File: src/trig_qual_regs.svh
// Purpose: Register offsets, reset values and constants of the trigger qualifier
// Assumes: Word-aligned byte addresses on an 8-bit register address
// Notes: Fields of the control word follow pkg ctrl_type order
`ifndef TRIG_QUAL_REGS_SVH
`define TRIG_QUAL_REGS_SVH

`define OFS_CTRL       8'h00
`define OFS_PAT_LEVEL  8'h04
`define OFS_PAT_CARE   8'h08
`define OFS_LOWER_LIM  8'h0C
`define OFS_UPPER_LIM  8'h10
`define OFS_VARIATION  8'h14
`define OFS_SLEW_REF   8'h18
`define OFS_SLEW_VAR   8'h1C
`define OFS_TMO_TIME   8'h20
`define OFS_STATUS     8'h24
`define OFS_TRIG_COUNT 8'h28

`define CTRL_WIDTH     15
`define CTRL_RESET     15'h0000
`define PAT_WIDTH_MAX  20
`define LOGIC_CHANNELS 16
`define TIME_RESET     32'h0000_0001
`define STATUS_SEEN_LO 0
`define STATUS_COND    4
`define STATUS_BUSY    5

`endif

File: src/trig_qual_pkg.sv
// Purpose: Types shared by the trigger qualifier
// Assumes: Control word is 15 bits, pattern at most 20 positions
// Notes: First declared field of a packed struct is its most significant
package trig_qual_pkg;

  typedef enum logic [1:0] {
    TT_PATTERN = 2'h0,
    TT_RUNT = 2'h1,
    TT_SLEW = 2'h2,
    TT_TIMEOUT = 2'h3
  } trig_kind_type;

  typedef enum logic [2:0] {
    PM_TIMEOUT = 3'h0,
    PM_GREATER = 3'h1,
    PM_LESS = 3'h2,
    PM_EQUAL = 3'h3,
    PM_UNEQUAL = 3'h4,
    PM_INSIDE = 3'h5,
    PM_OUTSIDE = 3'h6
  } pat_mode_type;

  typedef enum logic [1:0] {
    POL_POS = 2'h0,
    POL_NEG = 2'h1,
    POL_BOTH = 2'h2
  } runt_pol_type;

  typedef enum logic [1:0] {
    SL_RISE = 2'h0,
    SL_FALL = 2'h1,
    SL_EITHER = 2'h2
  } slope_type;

  typedef enum logic [1:0] {
    SC_GREATER = 2'h0,
    SC_LESS = 2'h1,
    SC_EQUAL = 2'h2,
    SC_UNEQUAL = 2'h3
  } slew_cmp_type;

  typedef enum logic [1:0] {
    SS_IDLE = 2'h0,
    SS_RISING = 2'h1,
    SS_FALLING = 2'h2
  } slew_state_type;

  typedef struct packed {
    logic tmo_high;
    slew_cmp_type scmp;
    slope_type slope;
    runt_pol_type rpol;
    pat_mode_type pmode;
    logic pat_false;
    logic dur_on;
    logic comb_or;
    trig_kind_type kind;
  } ctrl_type;

  typedef struct packed {
    logic [19:0] pat_s1;
    logic [19:0] pat_s2;
    logic [2:0] lvl_s1;
    logic [2:0] lvl_s2;
    logic [2:0] lvl_prev;
    ctrl_type ctrl;
    logic [19:0] pat_level;
    logic [19:0] pat_care;
    logic [31:0] lower_lim;
    logic [31:0] upper_lim;
    logic [31:0] variation;
    logic [31:0] slew_ref;
    logic [31:0] slew_var;
    logic [31:0] tmo_time;
    logic pat_cond;
    logic pat_qual_prev;
    logic [31:0] run_cnt;
    logic pos_arm;
    logic neg_arm;
    slew_state_type sstate;
    logic [31:0] slew_cnt;
    logic [31:0] tmo_cnt;
    logic [3:0] seen;
    logic [31:0] trig_count;
    logic pat_trig;
    logic runt_trig;
    logic slew_trig;
    logic tmo_trig;
    logic trig;
    logic [31:0] rdata;
  } state_type;

endpackage : trig_qual_pkg

File: src/trig_qual.sv
// Purpose: Pattern, runt, transition-time and timeout trigger qualification
// Assumes: Comparator outputs are asynchronous levels; one 250 MHz clock
// Notes: All times are cycle counts of REF_CLK_I; a timeout time of zero never fires
// Overview of operation
// Each channel holds required high, required low or don't-care.
// Pattern has one position per analog channel plus sixteen logic channels if fitted.
// AND mode: every cared channel must match its required state.
// OR mode: at least one cared channel matches its required state.
// Duration switch selects level-duration evaluation and enables time limitation.
// Duration on: fire when condition stays true, or false, for programmed time.
// Duration off: fire when condition goes true, or goes false.
// Timeout mode: fire once the match has lasted the minimum time.
// Greater or less mode: fire when condition ends after, or before, reference.
// Equal mode: fire when duration is within lower limit plus or minus variation.
// Unequal mode: fire when duration is outside lower limit plus or minus variation.
// Inside mode: fire when duration lies between lower and upper limits.
// Outside mode: fire when duration is below lower or above upper limit.
// Runt: first threshold crossed twice without crossing the second in between.
// Negative runt uses upper threshold twice; positive runt uses lower twice.
// Runt polarity selects positive, negative or both by first slope.
// Transition timing starts at first threshold and stops at second.
// Slope setting selects rising, falling or both edges.
// Greater or lower mode fires on transitions longer, or shorter, than reference.
// Equal or not-equal fires inside, or outside, reference plus or minus variation.
// Timeout fires when the source does not cross its threshold for full time.
// Timeout range selects staying above or staying below the threshold.
// Inputs synchronised, times held as cycle counts, counters restart on change.
`include "trig_qual_regs.svh"

module trig_qual #(
  parameter int N_ANA = 4,
  parameter bit MSO_FITTED = 1'b1
) (
  // Clock and reset
  input wire logic REF_CLK_I,
  input wire logic RST_I,
  // Comparator levels
  input wire logic [N_ANA-1:0] CMP_ANA_I,
  input wire logic [15:0] CMP_LOGIC_I,
  input wire logic ABOVE_UPPER_I,
  input wire logic ABOVE_LOWER_I,
  input wire logic ABOVE_TMO_I,
  // Register port
  input wire logic [7:0] ADDR_I,
  input wire logic [31:0] WDATA_I,
  input wire logic WR_I,
  input wire logic RD_I,
  output logic [31:0] RDATA_O,
  // Trigger pulses
  output logic PAT_TRIG_O,
  output logic RUNT_TRIG_O,
  output logic SLEW_TRIG_O,
  output logic TMO_TRIG_O,
  output logic TRIG_O
);

  localparam int PW = N_ANA + (MSO_FITTED ? `LOGIC_CHANNELS : 0);
  localparam logic [19:0] VALID = 20'((21'h1 << PW) - 21'h1);

  // Only two or four analog channels are served
  if (!(N_ANA == 2 || N_ANA == 4)) begin : g_bad_chans
    $error("N_ANA must be 2 or 4");
  end

  trig_qual_pkg::state_type q, d;
  logic [19:0] pat_raw;
  logic [19:0] chan_ok;

  assign pat_raw = MSO_FITTED ? 20'({CMP_LOGIC_I, CMP_ANA_I}) : 20'(CMP_ANA_I);

  // Per-channel match: don't-care positions count as matched in AND, not in OR
  genvar gi;
  generate
    for (gi = 0; gi < 20; gi++) begin : g_chan
      assign chan_ok[gi] = ~(q.pat_s2[gi] ^ q.pat_level[gi]);
    end
  endgenerate

  function automatic logic width_ok(input logic [2:0] m, input logic [31:0] len, input logic [31:0] lo_t,
                                    input logic [31:0] up_t, input logic [31:0] dv);
    logic [32:0] lo;
    logic [32:0] hi;
    logic [32:0] l33;
    logic r;
    lo = (lo_t > dv) ? {1'b0, lo_t - dv} : 33'h0;
    hi = {1'b0, lo_t} + {1'b0, dv};
    l33 = {1'b0, len};
    case (trig_qual_pkg::pat_mode_type'(m))
      trig_qual_pkg::PM_GREATER: r = len > lo_t;
      trig_qual_pkg::PM_LESS: r = len < lo_t;
      trig_qual_pkg::PM_EQUAL: r = (l33 >= lo) && (l33 <= hi);
      trig_qual_pkg::PM_UNEQUAL: r = (l33 < lo) || (l33 > hi);
      trig_qual_pkg::PM_INSIDE: r = (len > lo_t) && (len < up_t);
      trig_qual_pkg::PM_OUTSIDE: r = (len < lo_t) || (len > up_t);
      default: r = 1'b0;
    endcase
    return r;
  endfunction : width_ok

  logic cond_and, cond_or, pat_qual, pat_ev;
  logic up, lo, up_rose, up_fell, lo_rose, lo_fell, tmo_qual;
  logic rise_ok, fall_ok, pos_runt, neg_runt, slew_done;
  logic [31:0] slew_len;
  logic [2:0] slew_mode;
  logic [3:0] ev;
  logic sel_ev;

  always_comb begin
    d = q;
    slew_done = 1'b0;
    slew_len = 32'h0;
    pos_runt = 1'b0;
    neg_runt = 1'b0;
    // Two-stage synchronisers
    d.pat_s1 = pat_raw & VALID;
    d.pat_s2 = q.pat_s1;
    d.lvl_s1 = {ABOVE_TMO_I, ABOVE_LOWER_I, ABOVE_UPPER_I};
    d.lvl_s2 = q.lvl_s1;
    d.lvl_prev = q.lvl_s2;

    // Pattern condition
    cond_and = &(chan_ok | ~(q.pat_care & VALID));
    cond_or = |(chan_ok & q.pat_care & VALID);
    d.pat_cond = q.ctrl.comb_or ? cond_or : cond_and;
    pat_qual = q.ctrl.pat_false ? ~q.pat_cond : q.pat_cond;
    d.pat_qual_prev = pat_qual;
    if (!pat_qual) begin
      d.run_cnt = 32'h0;
    end else if (q.run_cnt != 32'hFFFF_FFFF) begin
      d.run_cnt = q.run_cnt + 32'h1;
    end
    if (!q.ctrl.dur_on) begin
      pat_ev = pat_qual & ~q.pat_qual_prev;
    end else if (q.ctrl.pmode == trig_qual_pkg::PM_TIMEOUT) begin
      pat_ev = pat_qual && (d.run_cnt == q.lower_lim) && (q.run_cnt != q.lower_lim);
    end else begin
      pat_ev = ~pat_qual & q.pat_qual_prev &
               width_ok(q.ctrl.pmode, q.run_cnt, q.lower_lim, q.upper_lim, q.variation);
    end

    // Dual-threshold edges
    up = q.lvl_s2[0];
    lo = q.lvl_s2[1];
    up_rose = up & ~q.lvl_prev[0];
    up_fell = ~up & q.lvl_prev[0];
    lo_rose = lo & ~q.lvl_prev[1];
    lo_fell = ~lo & q.lvl_prev[1];

    // Runt: first threshold twice without the second in between
    if (lo_fell && q.pos_arm) begin
      pos_runt = 1'b1;
    end
    if (up_rose && q.neg_arm) begin
      neg_runt = 1'b1;
    end
    d.pos_arm = (q.pos_arm | (lo_rose & ~up)) & ~up_rose & ~lo_fell;
    d.neg_arm = (q.neg_arm | (up_fell & lo)) & ~lo_fell & ~up_rose;

    // Transition time
    rise_ok = q.ctrl.slope != trig_qual_pkg::SL_FALL;
    fall_ok = q.ctrl.slope != trig_qual_pkg::SL_RISE;
    case (q.sstate)
      trig_qual_pkg::SS_IDLE: begin
        d.slew_cnt = 32'h1;
        if (rise_ok && lo_rose) begin
          if (up_rose) begin
            slew_done = 1'b1;
          end else begin
            d.sstate = trig_qual_pkg::SS_RISING;
          end
        end else if (fall_ok && up_fell) begin
          if (lo_fell) begin
            slew_done = 1'b1;
          end else begin
            d.sstate = trig_qual_pkg::SS_FALLING;
          end
        end
      end
      trig_qual_pkg::SS_RISING: begin
        d.slew_cnt = (q.slew_cnt == 32'hFFFF_FFFF) ? q.slew_cnt : q.slew_cnt + 32'h1;
        if (up_rose) begin
          slew_done = 1'b1;
          slew_len = q.slew_cnt;
          d.sstate = trig_qual_pkg::SS_IDLE;
        end else if (lo_fell) begin
          d.sstate = trig_qual_pkg::SS_IDLE;
        end
      end
      trig_qual_pkg::SS_FALLING: begin
        d.slew_cnt = (q.slew_cnt == 32'hFFFF_FFFF) ? q.slew_cnt : q.slew_cnt + 32'h1;
        if (lo_fell) begin
          slew_done = 1'b1;
          slew_len = q.slew_cnt;
          d.sstate = trig_qual_pkg::SS_IDLE;
        end else if (up_rose) begin
          d.sstate = trig_qual_pkg::SS_IDLE;
        end
      end
      default: begin
        d.sstate = trig_qual_pkg::SS_IDLE;
      end
    endcase
    slew_mode = {1'b0, q.ctrl.scmp} + 3'h1;

    // Timeout: count while the level stays on the chosen side
    tmo_qual = q.ctrl.tmo_high ? q.lvl_s2[2] : ~q.lvl_s2[2];
    if (!tmo_qual || (q.lvl_s2[2] != q.lvl_prev[2])) begin
      d.tmo_cnt = 32'h0;
    end else if (q.tmo_cnt != 32'hFFFF_FFFF) begin
      d.tmo_cnt = q.tmo_cnt + 32'h1;
    end

    ev[0] = pat_ev;
    ev[1] = (pos_runt && q.ctrl.rpol != trig_qual_pkg::POL_NEG) ||
            (neg_runt && q.ctrl.rpol != trig_qual_pkg::POL_POS);
    ev[2] = slew_done && width_ok(slew_mode, slew_len, q.slew_ref, 32'h0, q.slew_var);
    ev[3] = tmo_qual && (d.tmo_cnt == q.tmo_time) && (q.tmo_cnt != q.tmo_time);
    sel_ev = ev[q.ctrl.kind];
    d.pat_trig = ev[0];
    d.runt_trig = ev[1];
    d.slew_trig = ev[2];
    d.tmo_trig = ev[3];
    d.trig = sel_ev;
    if (sel_ev) begin
      d.trig_count = q.trig_count + 32'h1;
    end

    // Register writes; a new event outranks a status clear in the same cycle, not a count clear
    if (WR_I) begin
      case (ADDR_I)
        `OFS_CTRL: d.ctrl = trig_qual_pkg::ctrl_type'(WDATA_I[`CTRL_WIDTH-1:0]);
        `OFS_PAT_LEVEL: d.pat_level = WDATA_I[19:0] & VALID;
        `OFS_PAT_CARE: d.pat_care = WDATA_I[19:0] & VALID;
        `OFS_LOWER_LIM: d.lower_lim = WDATA_I;
        `OFS_UPPER_LIM: d.upper_lim = WDATA_I;
        `OFS_VARIATION: d.variation = WDATA_I;
        `OFS_SLEW_REF: d.slew_ref = WDATA_I;
        `OFS_SLEW_VAR: d.slew_var = WDATA_I;
        `OFS_TMO_TIME: d.tmo_time = WDATA_I;
        `OFS_STATUS: d.seen = q.seen & ~WDATA_I[3:0];
        `OFS_TRIG_COUNT: d.trig_count = 32'h0;
        default: begin
        end
      endcase
    end
    d.seen = d.seen | ev;

    // Register reads answer in the next cycle only
    d.rdata = 32'h0;
    if (RD_I) begin
      case (ADDR_I)
        `OFS_CTRL: d.rdata = 32'(q.ctrl);
        `OFS_PAT_LEVEL: d.rdata = 32'(q.pat_level);
        `OFS_PAT_CARE: d.rdata = 32'(q.pat_care);
        `OFS_LOWER_LIM: d.rdata = q.lower_lim;
        `OFS_UPPER_LIM: d.rdata = q.upper_lim;
        `OFS_VARIATION: d.rdata = q.variation;
        `OFS_SLEW_REF: d.rdata = q.slew_ref;
        `OFS_SLEW_VAR: d.rdata = q.slew_var;
        `OFS_TMO_TIME: d.rdata = q.tmo_time;
        `OFS_STATUS: d.rdata = {26'h0, q.sstate != trig_qual_pkg::SS_IDLE, q.pat_cond, q.seen};
        `OFS_TRIG_COUNT: d.rdata = q.trig_count;
        default: d.rdata = 32'h0;
      endcase
    end
  end

  always_ff @(posedge REF_CLK_I) begin
    if (RST_I) begin
      q <= '0;
      q.ctrl <= trig_qual_pkg::ctrl_type'(`CTRL_RESET);
      q.lower_lim <= `TIME_RESET;
      q.upper_lim <= `TIME_RESET;
      q.slew_ref <= `TIME_RESET;
      q.tmo_time <= `TIME_RESET;
      q.sstate <= trig_qual_pkg::SS_IDLE;
    end else begin
      q <= d;
    end
  end

  assign RDATA_O = q.rdata;
  assign PAT_TRIG_O = q.pat_trig;
  assign RUNT_TRIG_O = q.runt_trig;
  assign SLEW_TRIG_O = q.slew_trig;
  assign TMO_TRIG_O = q.tmo_trig;
  assign TRIG_O = q.trig;

  a_sync_two_stage: assert property (@(posedge REF_CLK_I) disable iff (RST_I)
    $past(RST_I, 2) == 1'b0 |-> q.pat_s2 == ($past(pat_raw, 2) & VALID))
    else $error("pattern input not delayed by two stages");

  a_and_combine: assert property (@(posedge REF_CLK_I) disable iff (RST_I)
    !$past(RST_I) && !q.ctrl.comb_or && $stable(q.ctrl) && $stable(q.pat_level) && $stable(q.pat_care) |->
    q.pat_cond == &(~($past(q.pat_s2) ^ q.pat_level) | ~q.pat_care))
    else $error("AND pattern condition wrong");

  a_or_combine: assert property (@(posedge REF_CLK_I) disable iff (RST_I)
    !$past(RST_I) && q.ctrl.comb_or && $stable(q.ctrl) && $stable(q.pat_level) && $stable(q.pat_care) |->
    q.pat_cond == |(~($past(q.pat_s2) ^ q.pat_level) & q.pat_care))
    else $error("OR pattern condition wrong");

  a_edge_mode: assert property (@(posedge REF_CLK_I) disable iff (RST_I)
    PAT_TRIG_O && !$past(q.ctrl.dur_on) |->
    $past(q.pat_cond ^ q.ctrl.pat_false) && !$past(q.pat_qual_prev))
    else $error("edge pattern trigger without transition");

  a_timeout_reach: assert property (@(posedge REF_CLK_I) disable iff (RST_I)
    PAT_TRIG_O && $past(q.ctrl.dur_on) && $past(q.ctrl.pmode) == trig_qual_pkg::PM_TIMEOUT |->
    $past(q.run_cnt) + 32'h1 == $past(q.lower_lim))
    else $error("pattern timeout fired at wrong count");

  a_run_restart: assert property (@(posedge REF_CLK_I) disable iff (RST_I)
    !(q.pat_cond ^ q.ctrl.pat_false) |=> q.run_cnt == 32'h0)
    else $error("duration counter did not restart");

  a_runt_armed: assert property (@(posedge REF_CLK_I) disable iff (RST_I)
    RUNT_TRIG_O |-> $past(q.pos_arm) || $past(q.neg_arm))
    else $error("runt flagged without arming crossing");

  a_slew_active: assert property (@(posedge REF_CLK_I) disable iff (RST_I)
    SLEW_TRIG_O && $past(q.sstate) == trig_qual_pkg::SS_IDLE |-> $past(q.lvl_s2[1] ^ q.lvl_prev[1]))
    else $error("transition trigger without measurement");

  a_tmo_reach: assert property (@(posedge REF_CLK_I) disable iff (RST_I)
    TMO_TRIG_O |-> $past(q.tmo_cnt) + 32'h1 == $past(q.tmo_time))
    else $error("timeout fired at wrong count");

  a_read_window: assert property (@(posedge REF_CLK_I) disable iff (RST_I)
    RDATA_O != 32'h0 |-> $past(RD_I))
    else $error("read data outside its cycle");

  a_edge_once: assert property (@(posedge REF_CLK_I) disable iff (RST_I)
    PAT_TRIG_O && !$past(q.ctrl.dur_on) && $stable(q.ctrl) |=> !PAT_TRIG_O)
    else $error("edge trigger repeated");

  a_width_end: assert property (@(posedge REF_CLK_I) disable iff (RST_I)
    PAT_TRIG_O && $past(q.ctrl.dur_on) && $past(q.ctrl.pmode) != trig_qual_pkg::PM_TIMEOUT |->
    !$past(q.pat_cond ^ q.ctrl.pat_false) && $past(q.pat_qual_prev))
    else $error("width trigger before period end");

  a_equal_window: assert property (@(posedge REF_CLK_I) disable iff (RST_I)
    PAT_TRIG_O && $past(q.ctrl.dur_on) && $past(q.ctrl.pmode) == trig_qual_pkg::PM_EQUAL |->
    33'($past(q.run_cnt)) + 33'($past(q.variation)) >= 33'($past(q.lower_lim)) &&
    33'($past(q.run_cnt)) <= 33'($past(q.lower_lim)) + 33'($past(q.variation)))
    else $error("equal width trigger outside window");

  a_inside_window: assert property (@(posedge REF_CLK_I) disable iff (RST_I)
    PAT_TRIG_O && $past(q.ctrl.dur_on) && $past(q.ctrl.pmode) == trig_qual_pkg::PM_INSIDE |->
    $past(q.run_cnt) > $past(q.lower_lim) && $past(q.run_cnt) < $past(q.upper_lim))
    else $error("inside trigger outside limits");

  a_runt_pos: assert property (@(posedge REF_CLK_I) disable iff (RST_I)
    RUNT_TRIG_O && $past(q.ctrl.rpol) == trig_qual_pkg::POL_POS |-> $past(q.pos_arm && !q.lvl_s2[1]))
    else $error("positive runt without lower return");

  a_runt_neg: assert property (@(posedge REF_CLK_I) disable iff (RST_I)
    RUNT_TRIG_O && $past(q.ctrl.rpol) == trig_qual_pkg::POL_NEG |-> $past(q.neg_arm && q.lvl_s2[0]))
    else $error("negative runt without upper return");

  a_rise_entry: assert property (@(posedge REF_CLK_I) disable iff (RST_I)
    $changed(q.sstate) && q.sstate == trig_qual_pkg::SS_RISING |-> $past(q.ctrl.slope) != trig_qual_pkg::SL_FALL)
    else $error("rise measured with fall slope");

  a_fall_entry: assert property (@(posedge REF_CLK_I) disable iff (RST_I)
    $changed(q.sstate) && q.sstate == trig_qual_pkg::SS_FALLING |-> $past(q.ctrl.slope) != trig_qual_pkg::SL_RISE)
    else $error("fall measured with rise slope");

  a_tmo_side: assert property (@(posedge REF_CLK_I) disable iff (RST_I)
    TMO_TRIG_O |-> $past(q.lvl_s2[2]) == $past(q.ctrl.tmo_high))
    else $error("timeout fired on wrong side");

endmodule : trig_qual

File: config.mk
export PLATFORM = sky130hd
export DESIGN_NAME = trig_qual
export DESIGN_NICKNAME = d
export VERILOG_FILES = /design/src/trig_qual_pkg.sv /design/src/trig_qual.sv
export VERILOG_INCLUDE_DIRS = /design/src
export SDC_FILE = /design/constraint.sdc
export NUM_CORES = 2
export LEC_CHECK = 0
export CAP_MARGIN = 20
export CELL_PAD_IN_SITES_DETAIL_PLACEMENT = 2
export CELL_PAD_IN_SITES_GLOBAL_PLACEMENT = 2
export CORE_AREA = 3 3 302 304
export DETAILED_ROUTE_END_ITERATION = 12
export DIE_AREA = 0 0 305 307
export DONT_BUFFER_PORTS = 1
export PLACE_DENSITY_LB_ADDON = 0.1
export SLEW_MARGIN = 20
export SYNTH_ARGS = -nofsm -noshare
export SYNTH_HDL_FRONTEND = slang
export SYNTH_SLANG_ARGS = --single-unit
File: constraint.sdc
create_clock -name REF_CLK_I -period 9.6 [get_ports REF_CLK_I]
set_input_delay 2.88 -clock REF_CLK_I [delete_from_list [all_inputs] [get_ports REF_CLK_I]]
set_output_delay 2.88 -clock REF_CLK_I [all_outputs]
set_load 0.02 [all_outputs]
* Word level (Yosys, flattened, before mapping) *
Cells that the tools add are included.

word-level totals
  word-level logic and storage cells = 265
  flip-flop bits (word level) = 471
  bits of input ports = 67

cells by class
  bitwise gates (word level) = 72
  reductions and logical operators = 44
  equal/unequal tests = 40
  add/subtract/negate cells = 9
  multiplexer cells = 43
  magnitude comparators = 19

operator list
  cell                                                  number
  two-way mux 32 bit                                    11
  case mux 32 bit (11 select lines)                     1
  > comparator 32 bit                                   5
  < comparator 32 bit                                   5
  adder 32 x 1 -> 32 bit (second input constant)        4
  case mux 32 bit (2 select lines)                      2
  adder 32 x 32 -> 33 bit                               2
  > comparator 32 x 33 -> 1 bit                         2
  <= comparator 32 x 33 -> 1 bit                        2
  equality test 32 bit                                  2
  >= comparator 32 bit                                  2
  inequality test 32 bit                                2
  inequality test 32 bit (second input constant)        2
  subtractor 32 bit                                     2
  two-way mux 36 bit                                    1
  equality test 32 bit (second input constant)          1
  equality test 8 x 5 -> 1 bit (second input constant)  4
  > comparator 32 x 1 -> 1 bit (second input constant)  1
  < comparator 32 x 1 -> 1 bit (second input constant)  1
  inverter 1 bit                                        31
  equality test 8 x 6 -> 1 bit (second input constant)  3
  bitwise AND 20 bit                                    1
  inverter 20 bit                                       1
  bitwise OR 20 bit                                     1
  other kinds (38)                                      138

* Depth between registers and ports, before layout *
  depth in word-level cells = 16
  mapped depth = 32
  gate-level depth less buffers = 31

* Least setup slack after synthesis *
No wires, ideal clock.

  path kind = register to register
  from = register q[335] in the netlist's numbering
  to = register q[60] in the netlist's numbering
  cell stages (with the launch flop) = 31
  arrival time = 6578 ps
  setup slack = 2952 ps
  cells stage by stage = dfxtp_1 -> inv_1 -> ha_1 -> inv_1 -> fa_1 -> a21o_1 -> a21oi_1 -> o21bai_1 -> a2111oi_0 -> nor3_1 -> o31a_1 -> a31o_2 -> nor4_1 -> o41ai_1 -> a221oi_1 -> a31oi_1 -> clkbuf_1 -> nand3_1 -> ha_1 -> nand4_1 -> or2_2 -> nor2_1 -> a211oi_1 -> a2111o_1 -> a211oi_1 -> o21a_1 -> o31ai_1 -> o22ai_1 -> o211ai_1 -> or3b_1 -> a21oi_1

between the ends
  word-level cells in the longest chain between the ends = 15
  elaborated cells between the ends (all ways) = 29
  classes of those cells = add/sub (2); order compare (7); eq/ne (2); mux (11); bitwise (1); reduce/logical (6)

RTL lines
  element                                                             line                              RTL
  from (decl)                                                         trig_qual.sv:65                   trig_qual_pkg::state_type q, d;
  subtractor 32 bit / > comparator 32 bit (equally long branches)     trig_qual.sv:85                   lo = (lo_t > dv) ? {1'b0, lo_t - dv} : 33'h0;
  two-way mux 32 bit                                                  trig_qual.sv:85
  < comparator 32 bit / >= comparator 32 bit (equally long branches)  trig_qual.sv:92, trig_qual.sv:91
  logical OR 1 bit / logical AND 1 bit (equally long branches)        trig_qual.sv:92, trig_qual.sv:91
  case mux 1 bit (6 select lines)                                     trig_qual.sv:88                   case (trig_qual_pkg::pat_mode_type'(m))
  two-way mux 1 bit                                                   trig_qual.sv:134                  end else if (q.ctrl.pmode == trig_qual_pkg::PM_TIMEOUT) begin
  two-way mux 1 bit                                                   trig_qual.sv:132                  if (!q.ctrl.dur_on) begin
  bitwise AND 1 bit                                                   trig_qual.sv:137                  pat_ev = ~pat_qual & q.pat_qual_prev &
  two-way mux 1 bit (*)                                               trig_qual.sv:134
  two-way mux 1 bit (*)                                               trig_qual.sv:132
  binary-select mux 1 bit (select 2 bit) (*)                          trig_qual.sv:218                  sel_ev = ev[q.ctrl.kind];
  two-way mux 1 bit (implied by the code) (*)                         trig_qual.sv:218
  two-way mux 32 bit (*)                                              trig_qual.sv:224                  if (sel_ev) begin
  two-way mux 32 bit                                                  trig_qual.sv:230                  case (ADDR_I)
  two-way mux 36 bit (*)                                              trig_qual.sv:229                  if (WR_I) begin

Every way passes the cells marked *; elsewhere a longest branch is shown, timed or not. The select of a mux whose other input is x is not followed.
A chain may end at the register's enable or synchronous reset.

* Worst setup path in the final report *
  from = register q[335] in the netlist's numbering
  to = register q[52] in the netlist's numbering

Same word-level chain as after synthesis.

==> reports/metrics.yaml <==
period_share: 0.9107
grt_antenna_before_repair: 8
cpPeakStageDelay_ns: 0.89
timing.max_cap.violations: 0
clockBufferDepth: 3
count_of_endpoints_failing_setup_in_the_final_report: 0
cts.sink_count: 471
r2r_setup_slack_ns: 0.86
post_cts_repair_setup_buffers: 0
maxSlewViolCount: 0
synth.yosys.warnings: 0
crit_end: "q[52]$_SDFF_PP0_"
status: "finished clean"
timing.final.hold_violations: 0
grt_overflow_total: 0
cts_hold_buf: 0
routed_wirelength_mm: 161.0
timing.critical_path.arrival_ns: 9.23
share_of_synthesized_area_occupied_by_flip_flops_and_latches: 0.2728
layout_min_cycle_time_ns: 8.743
worstMarginPinSlew_ns: 1.126
synthDominantCellAreaShare: 0.2728
worst_hold_startpoint: "d[434]$_SDFF_PP0_"
per_cell_routed_wire_length_um: 28.74
htreeDepth: 2
drt-vias-per-instance: 6.225
clock_skew_ns: 0.03835
timing.critical_path.slowest_stage_cell: "a2111oi_0"
ys_types: 87
final_cell_area_um2: 36960
post_cts_resize_count: 0
worstSetupEndpointType: "flip-flop"
floorplan.die_area_um2: 93640
rows: 109
dr.pass1.iters: 7
grt_max_degree: 332
synth.top_cells.by_count: "nand2_1, a21oi_1, dfxtp_1"
num-nets-final: 4825
power.density_cell_area_nw_per_um2: 124.9
rsz0062_at_grt: "false"
yosys.area.top_type: "dfxtp_1"
yosys.cell_count.top_type: "nand2_1"
detailed_place.area_um2: 35130
synthCells: 4590
syn_area_per_cell_um2: 7.529
clock.fmax_mhz: 114.4
total_half_perimeter_wirelength_after_legalization_and_detailed_placement_mm: 122.9
async_flop_share: 0
drcViolationCount: 0
numPortBuffers: 0
synth_top_cells_by_area: "dfxtp_1, ha_1, nand2_1"
gr-usage-all-layers: 0.3351
hp-class: "reg2reg"
yosys_register_bits: 471
rr_startpoint: "q[335]$_SDFFE_PP1P_"
worstSkewPairLatency_ns: 0.65
grt_pass1_vias: 35956
reg2regPathDepth: 32
ant_nets: 0
numCtsBuffers: 55
rr_endpoint: "q[52]$_SDFF_PP0_"
area.growth.synth_to_final_pct: 6.948
die-height_um: 307
timing.setup.critical_path_class: "reg2reg"
totalNegativeSetupSlack_ns: 0
post_route_cells_drive_above_1_share: 0.04351
critical_path_required_ns: 10.09
first_iter_violations: 3205
timing.slew.headroom: 0.2492
p_leak_nw: 13.87
fin_util: 0.4176
place_congestion: 0.9359
setup.worst_path.start_class: "flip-flop"
vdd.ir_drop.worst_uv: 140.7
cts_root_buf: "clkbuf_16"
tritoncts: "yes"
core_um2: 88510
synth.net_count: 5021
area_of_the_mapped_netlist_um2: 34560
path_max_fanout: 19
initial_utilization: 0.3904
clk_pin_slew_worst_paths_ns: 0.06
top_level_ports: 104
crit_start: "q[335]$_SDFFE_PP1P_"
ys.flop_type: "dfxtp_1"
vias: 34871
grt_first_pass_wirelength_mm: 239.5
fp.dieW_um: 305
synth_edf_count: 0
[how the worst min path moves through the flow]
stage               depth (start not counted)                 to
finish                                      1  q[434]$_SDFF_PP0_
global route                                1  q[435]$_SDFF_PP0_
CTS                                         1  q[438]$_SDFF_PP0_
detailed placement                          1  q[434]$_SDFF_PP0_
global placement                            1  d[424]$_SDFF_PP0_
floorplan                                   1  d[422]$_SDFF_PP0_
[metal layers]
| metal | GRT usage | vias up | share of wire |
|---|---|---|---|
| met3 | 0.05785 | 275 | 0.068 |
| met5 | 0 | - | 0.000043 |
| li1 | - | 15804 | - |
| met2 | 0.5168 | 1118 | 0.43 |
| met1 | 0.4543 | 17672 | 0.45 |
| met4 | 0.1599 | 2 | 0.054 |
[stage by stage]
stage	instances	power [W]	hold WS, ns	setup WS [ns]
finish	5602	0.004616	0.4427	0.8574
global route	5601	0.004767	0.4554	0.3850
CTS	5601	0.004630	0.4469	0.9947
detailed placement	5502	0.002468	0.4270	1.026
global placement	5502	0.002454	0.4181	1.377
floorplan	4590	0.002335	0.4138	2.952
[power by group]
part | switching (W) | leakage, nW | internal [W]
Combinational | 0.000314 | 9.18 | 0.000119
Sequential | 0.0000256 | 3.81 | 0.00198
Clock | 0.000947 | 0.887 | 0.00123
[layout by cell type (no fill, tap or decap), drive strengths merged, types with 15 or more instances in the layout]
| cell | n |
|---|---|
| and3 | 45 |
| xnor2 | 156 |
| a221oi | 52 |
| a21o | 66 |
| nor2 | 325 |
| or4 | 18 |
| clkbuf | 77 |
| o211ai | 25 |
| clkinv | 15 |
| o31ai | 15 |
| xor2 | 90 |
| buf | 45 |
| o22ai | 22 |
| nor4 | 52 |
| mux2i | 18 |
| dfxtp | 471 |
| a22o | 37 |
| o21ai | 112 |
| a31oi | 60 |
| ha | 360 |
| and2 | 64 |
| a21oi | 471 |
| a22oi | 52 |
| nand4 | 98 |
| nand3b | 16 |
| nor3 | 99 |
| nor2b | 81 |
| inv | 272 |
| a222oi | 25 |
| o21bai | 29 |
| and4 | 27 |
| a2111oi | 17 |
| or3 | 38 |
| nand3 | 111 |
| a211oi | 36 |
| nand2 | 722 |
| nand2b | 47 |
| o21a | 19 |
[logic make-up (layout without fill, tap and decap cells)]
kind of cell / count (synthesis) / in the layout / share of synthesized area
xor gates and xnor gates: 249 / 249 / 0.06430
DFF: 471 / 471 / 0.2728
muxes: 21 / 21 / 0.006191
and+or+nand+nor: 1778 / 1778 / 0.2454
other: 0 / 1 / 0
AOI/OAI and AO/OA: 1136 / 1136 / 0.2118
adders and majority gates: 364 / 364 / 0.1327
buffers and inverters: 571 / 417 / 0.06680
[critical path, delay by kind of cell (launching register included)]
family / cells / cell delay [ns]
AOI/OAI and AO/OA: 21 / 5.85
adders and majority gates: 3 / 0.83
buffers and inverters: 4 / 0.78
and+or+nand+nor: 4 / 0.71
DFF: 1 / 0.38
[state kept, by name, summed over array words and instances (netlist names)]
signal,count
q,408
RDATA_O,32
d,26
PAT_TRIG_O,1
RUNT_TRIG_O,1
SLEW_TRIG_O,1
TMO_TRIG_O,1
TRIG_O,1
[layout make-up]
class / count / area [um2]
repair buffers: 45 / 337.8
flip-flops and latches: 471 / 9429
well taps: 1165 / 1458
clock buffers: 77 / 1589
multi-input cells: 3548 / 22890
clock inverters: 22 / 227.7
diodes: 1 / 2.502
fillers: 10309 / 51550
inverters: 273 / 1025
Power figures use the tool's default switching activity.
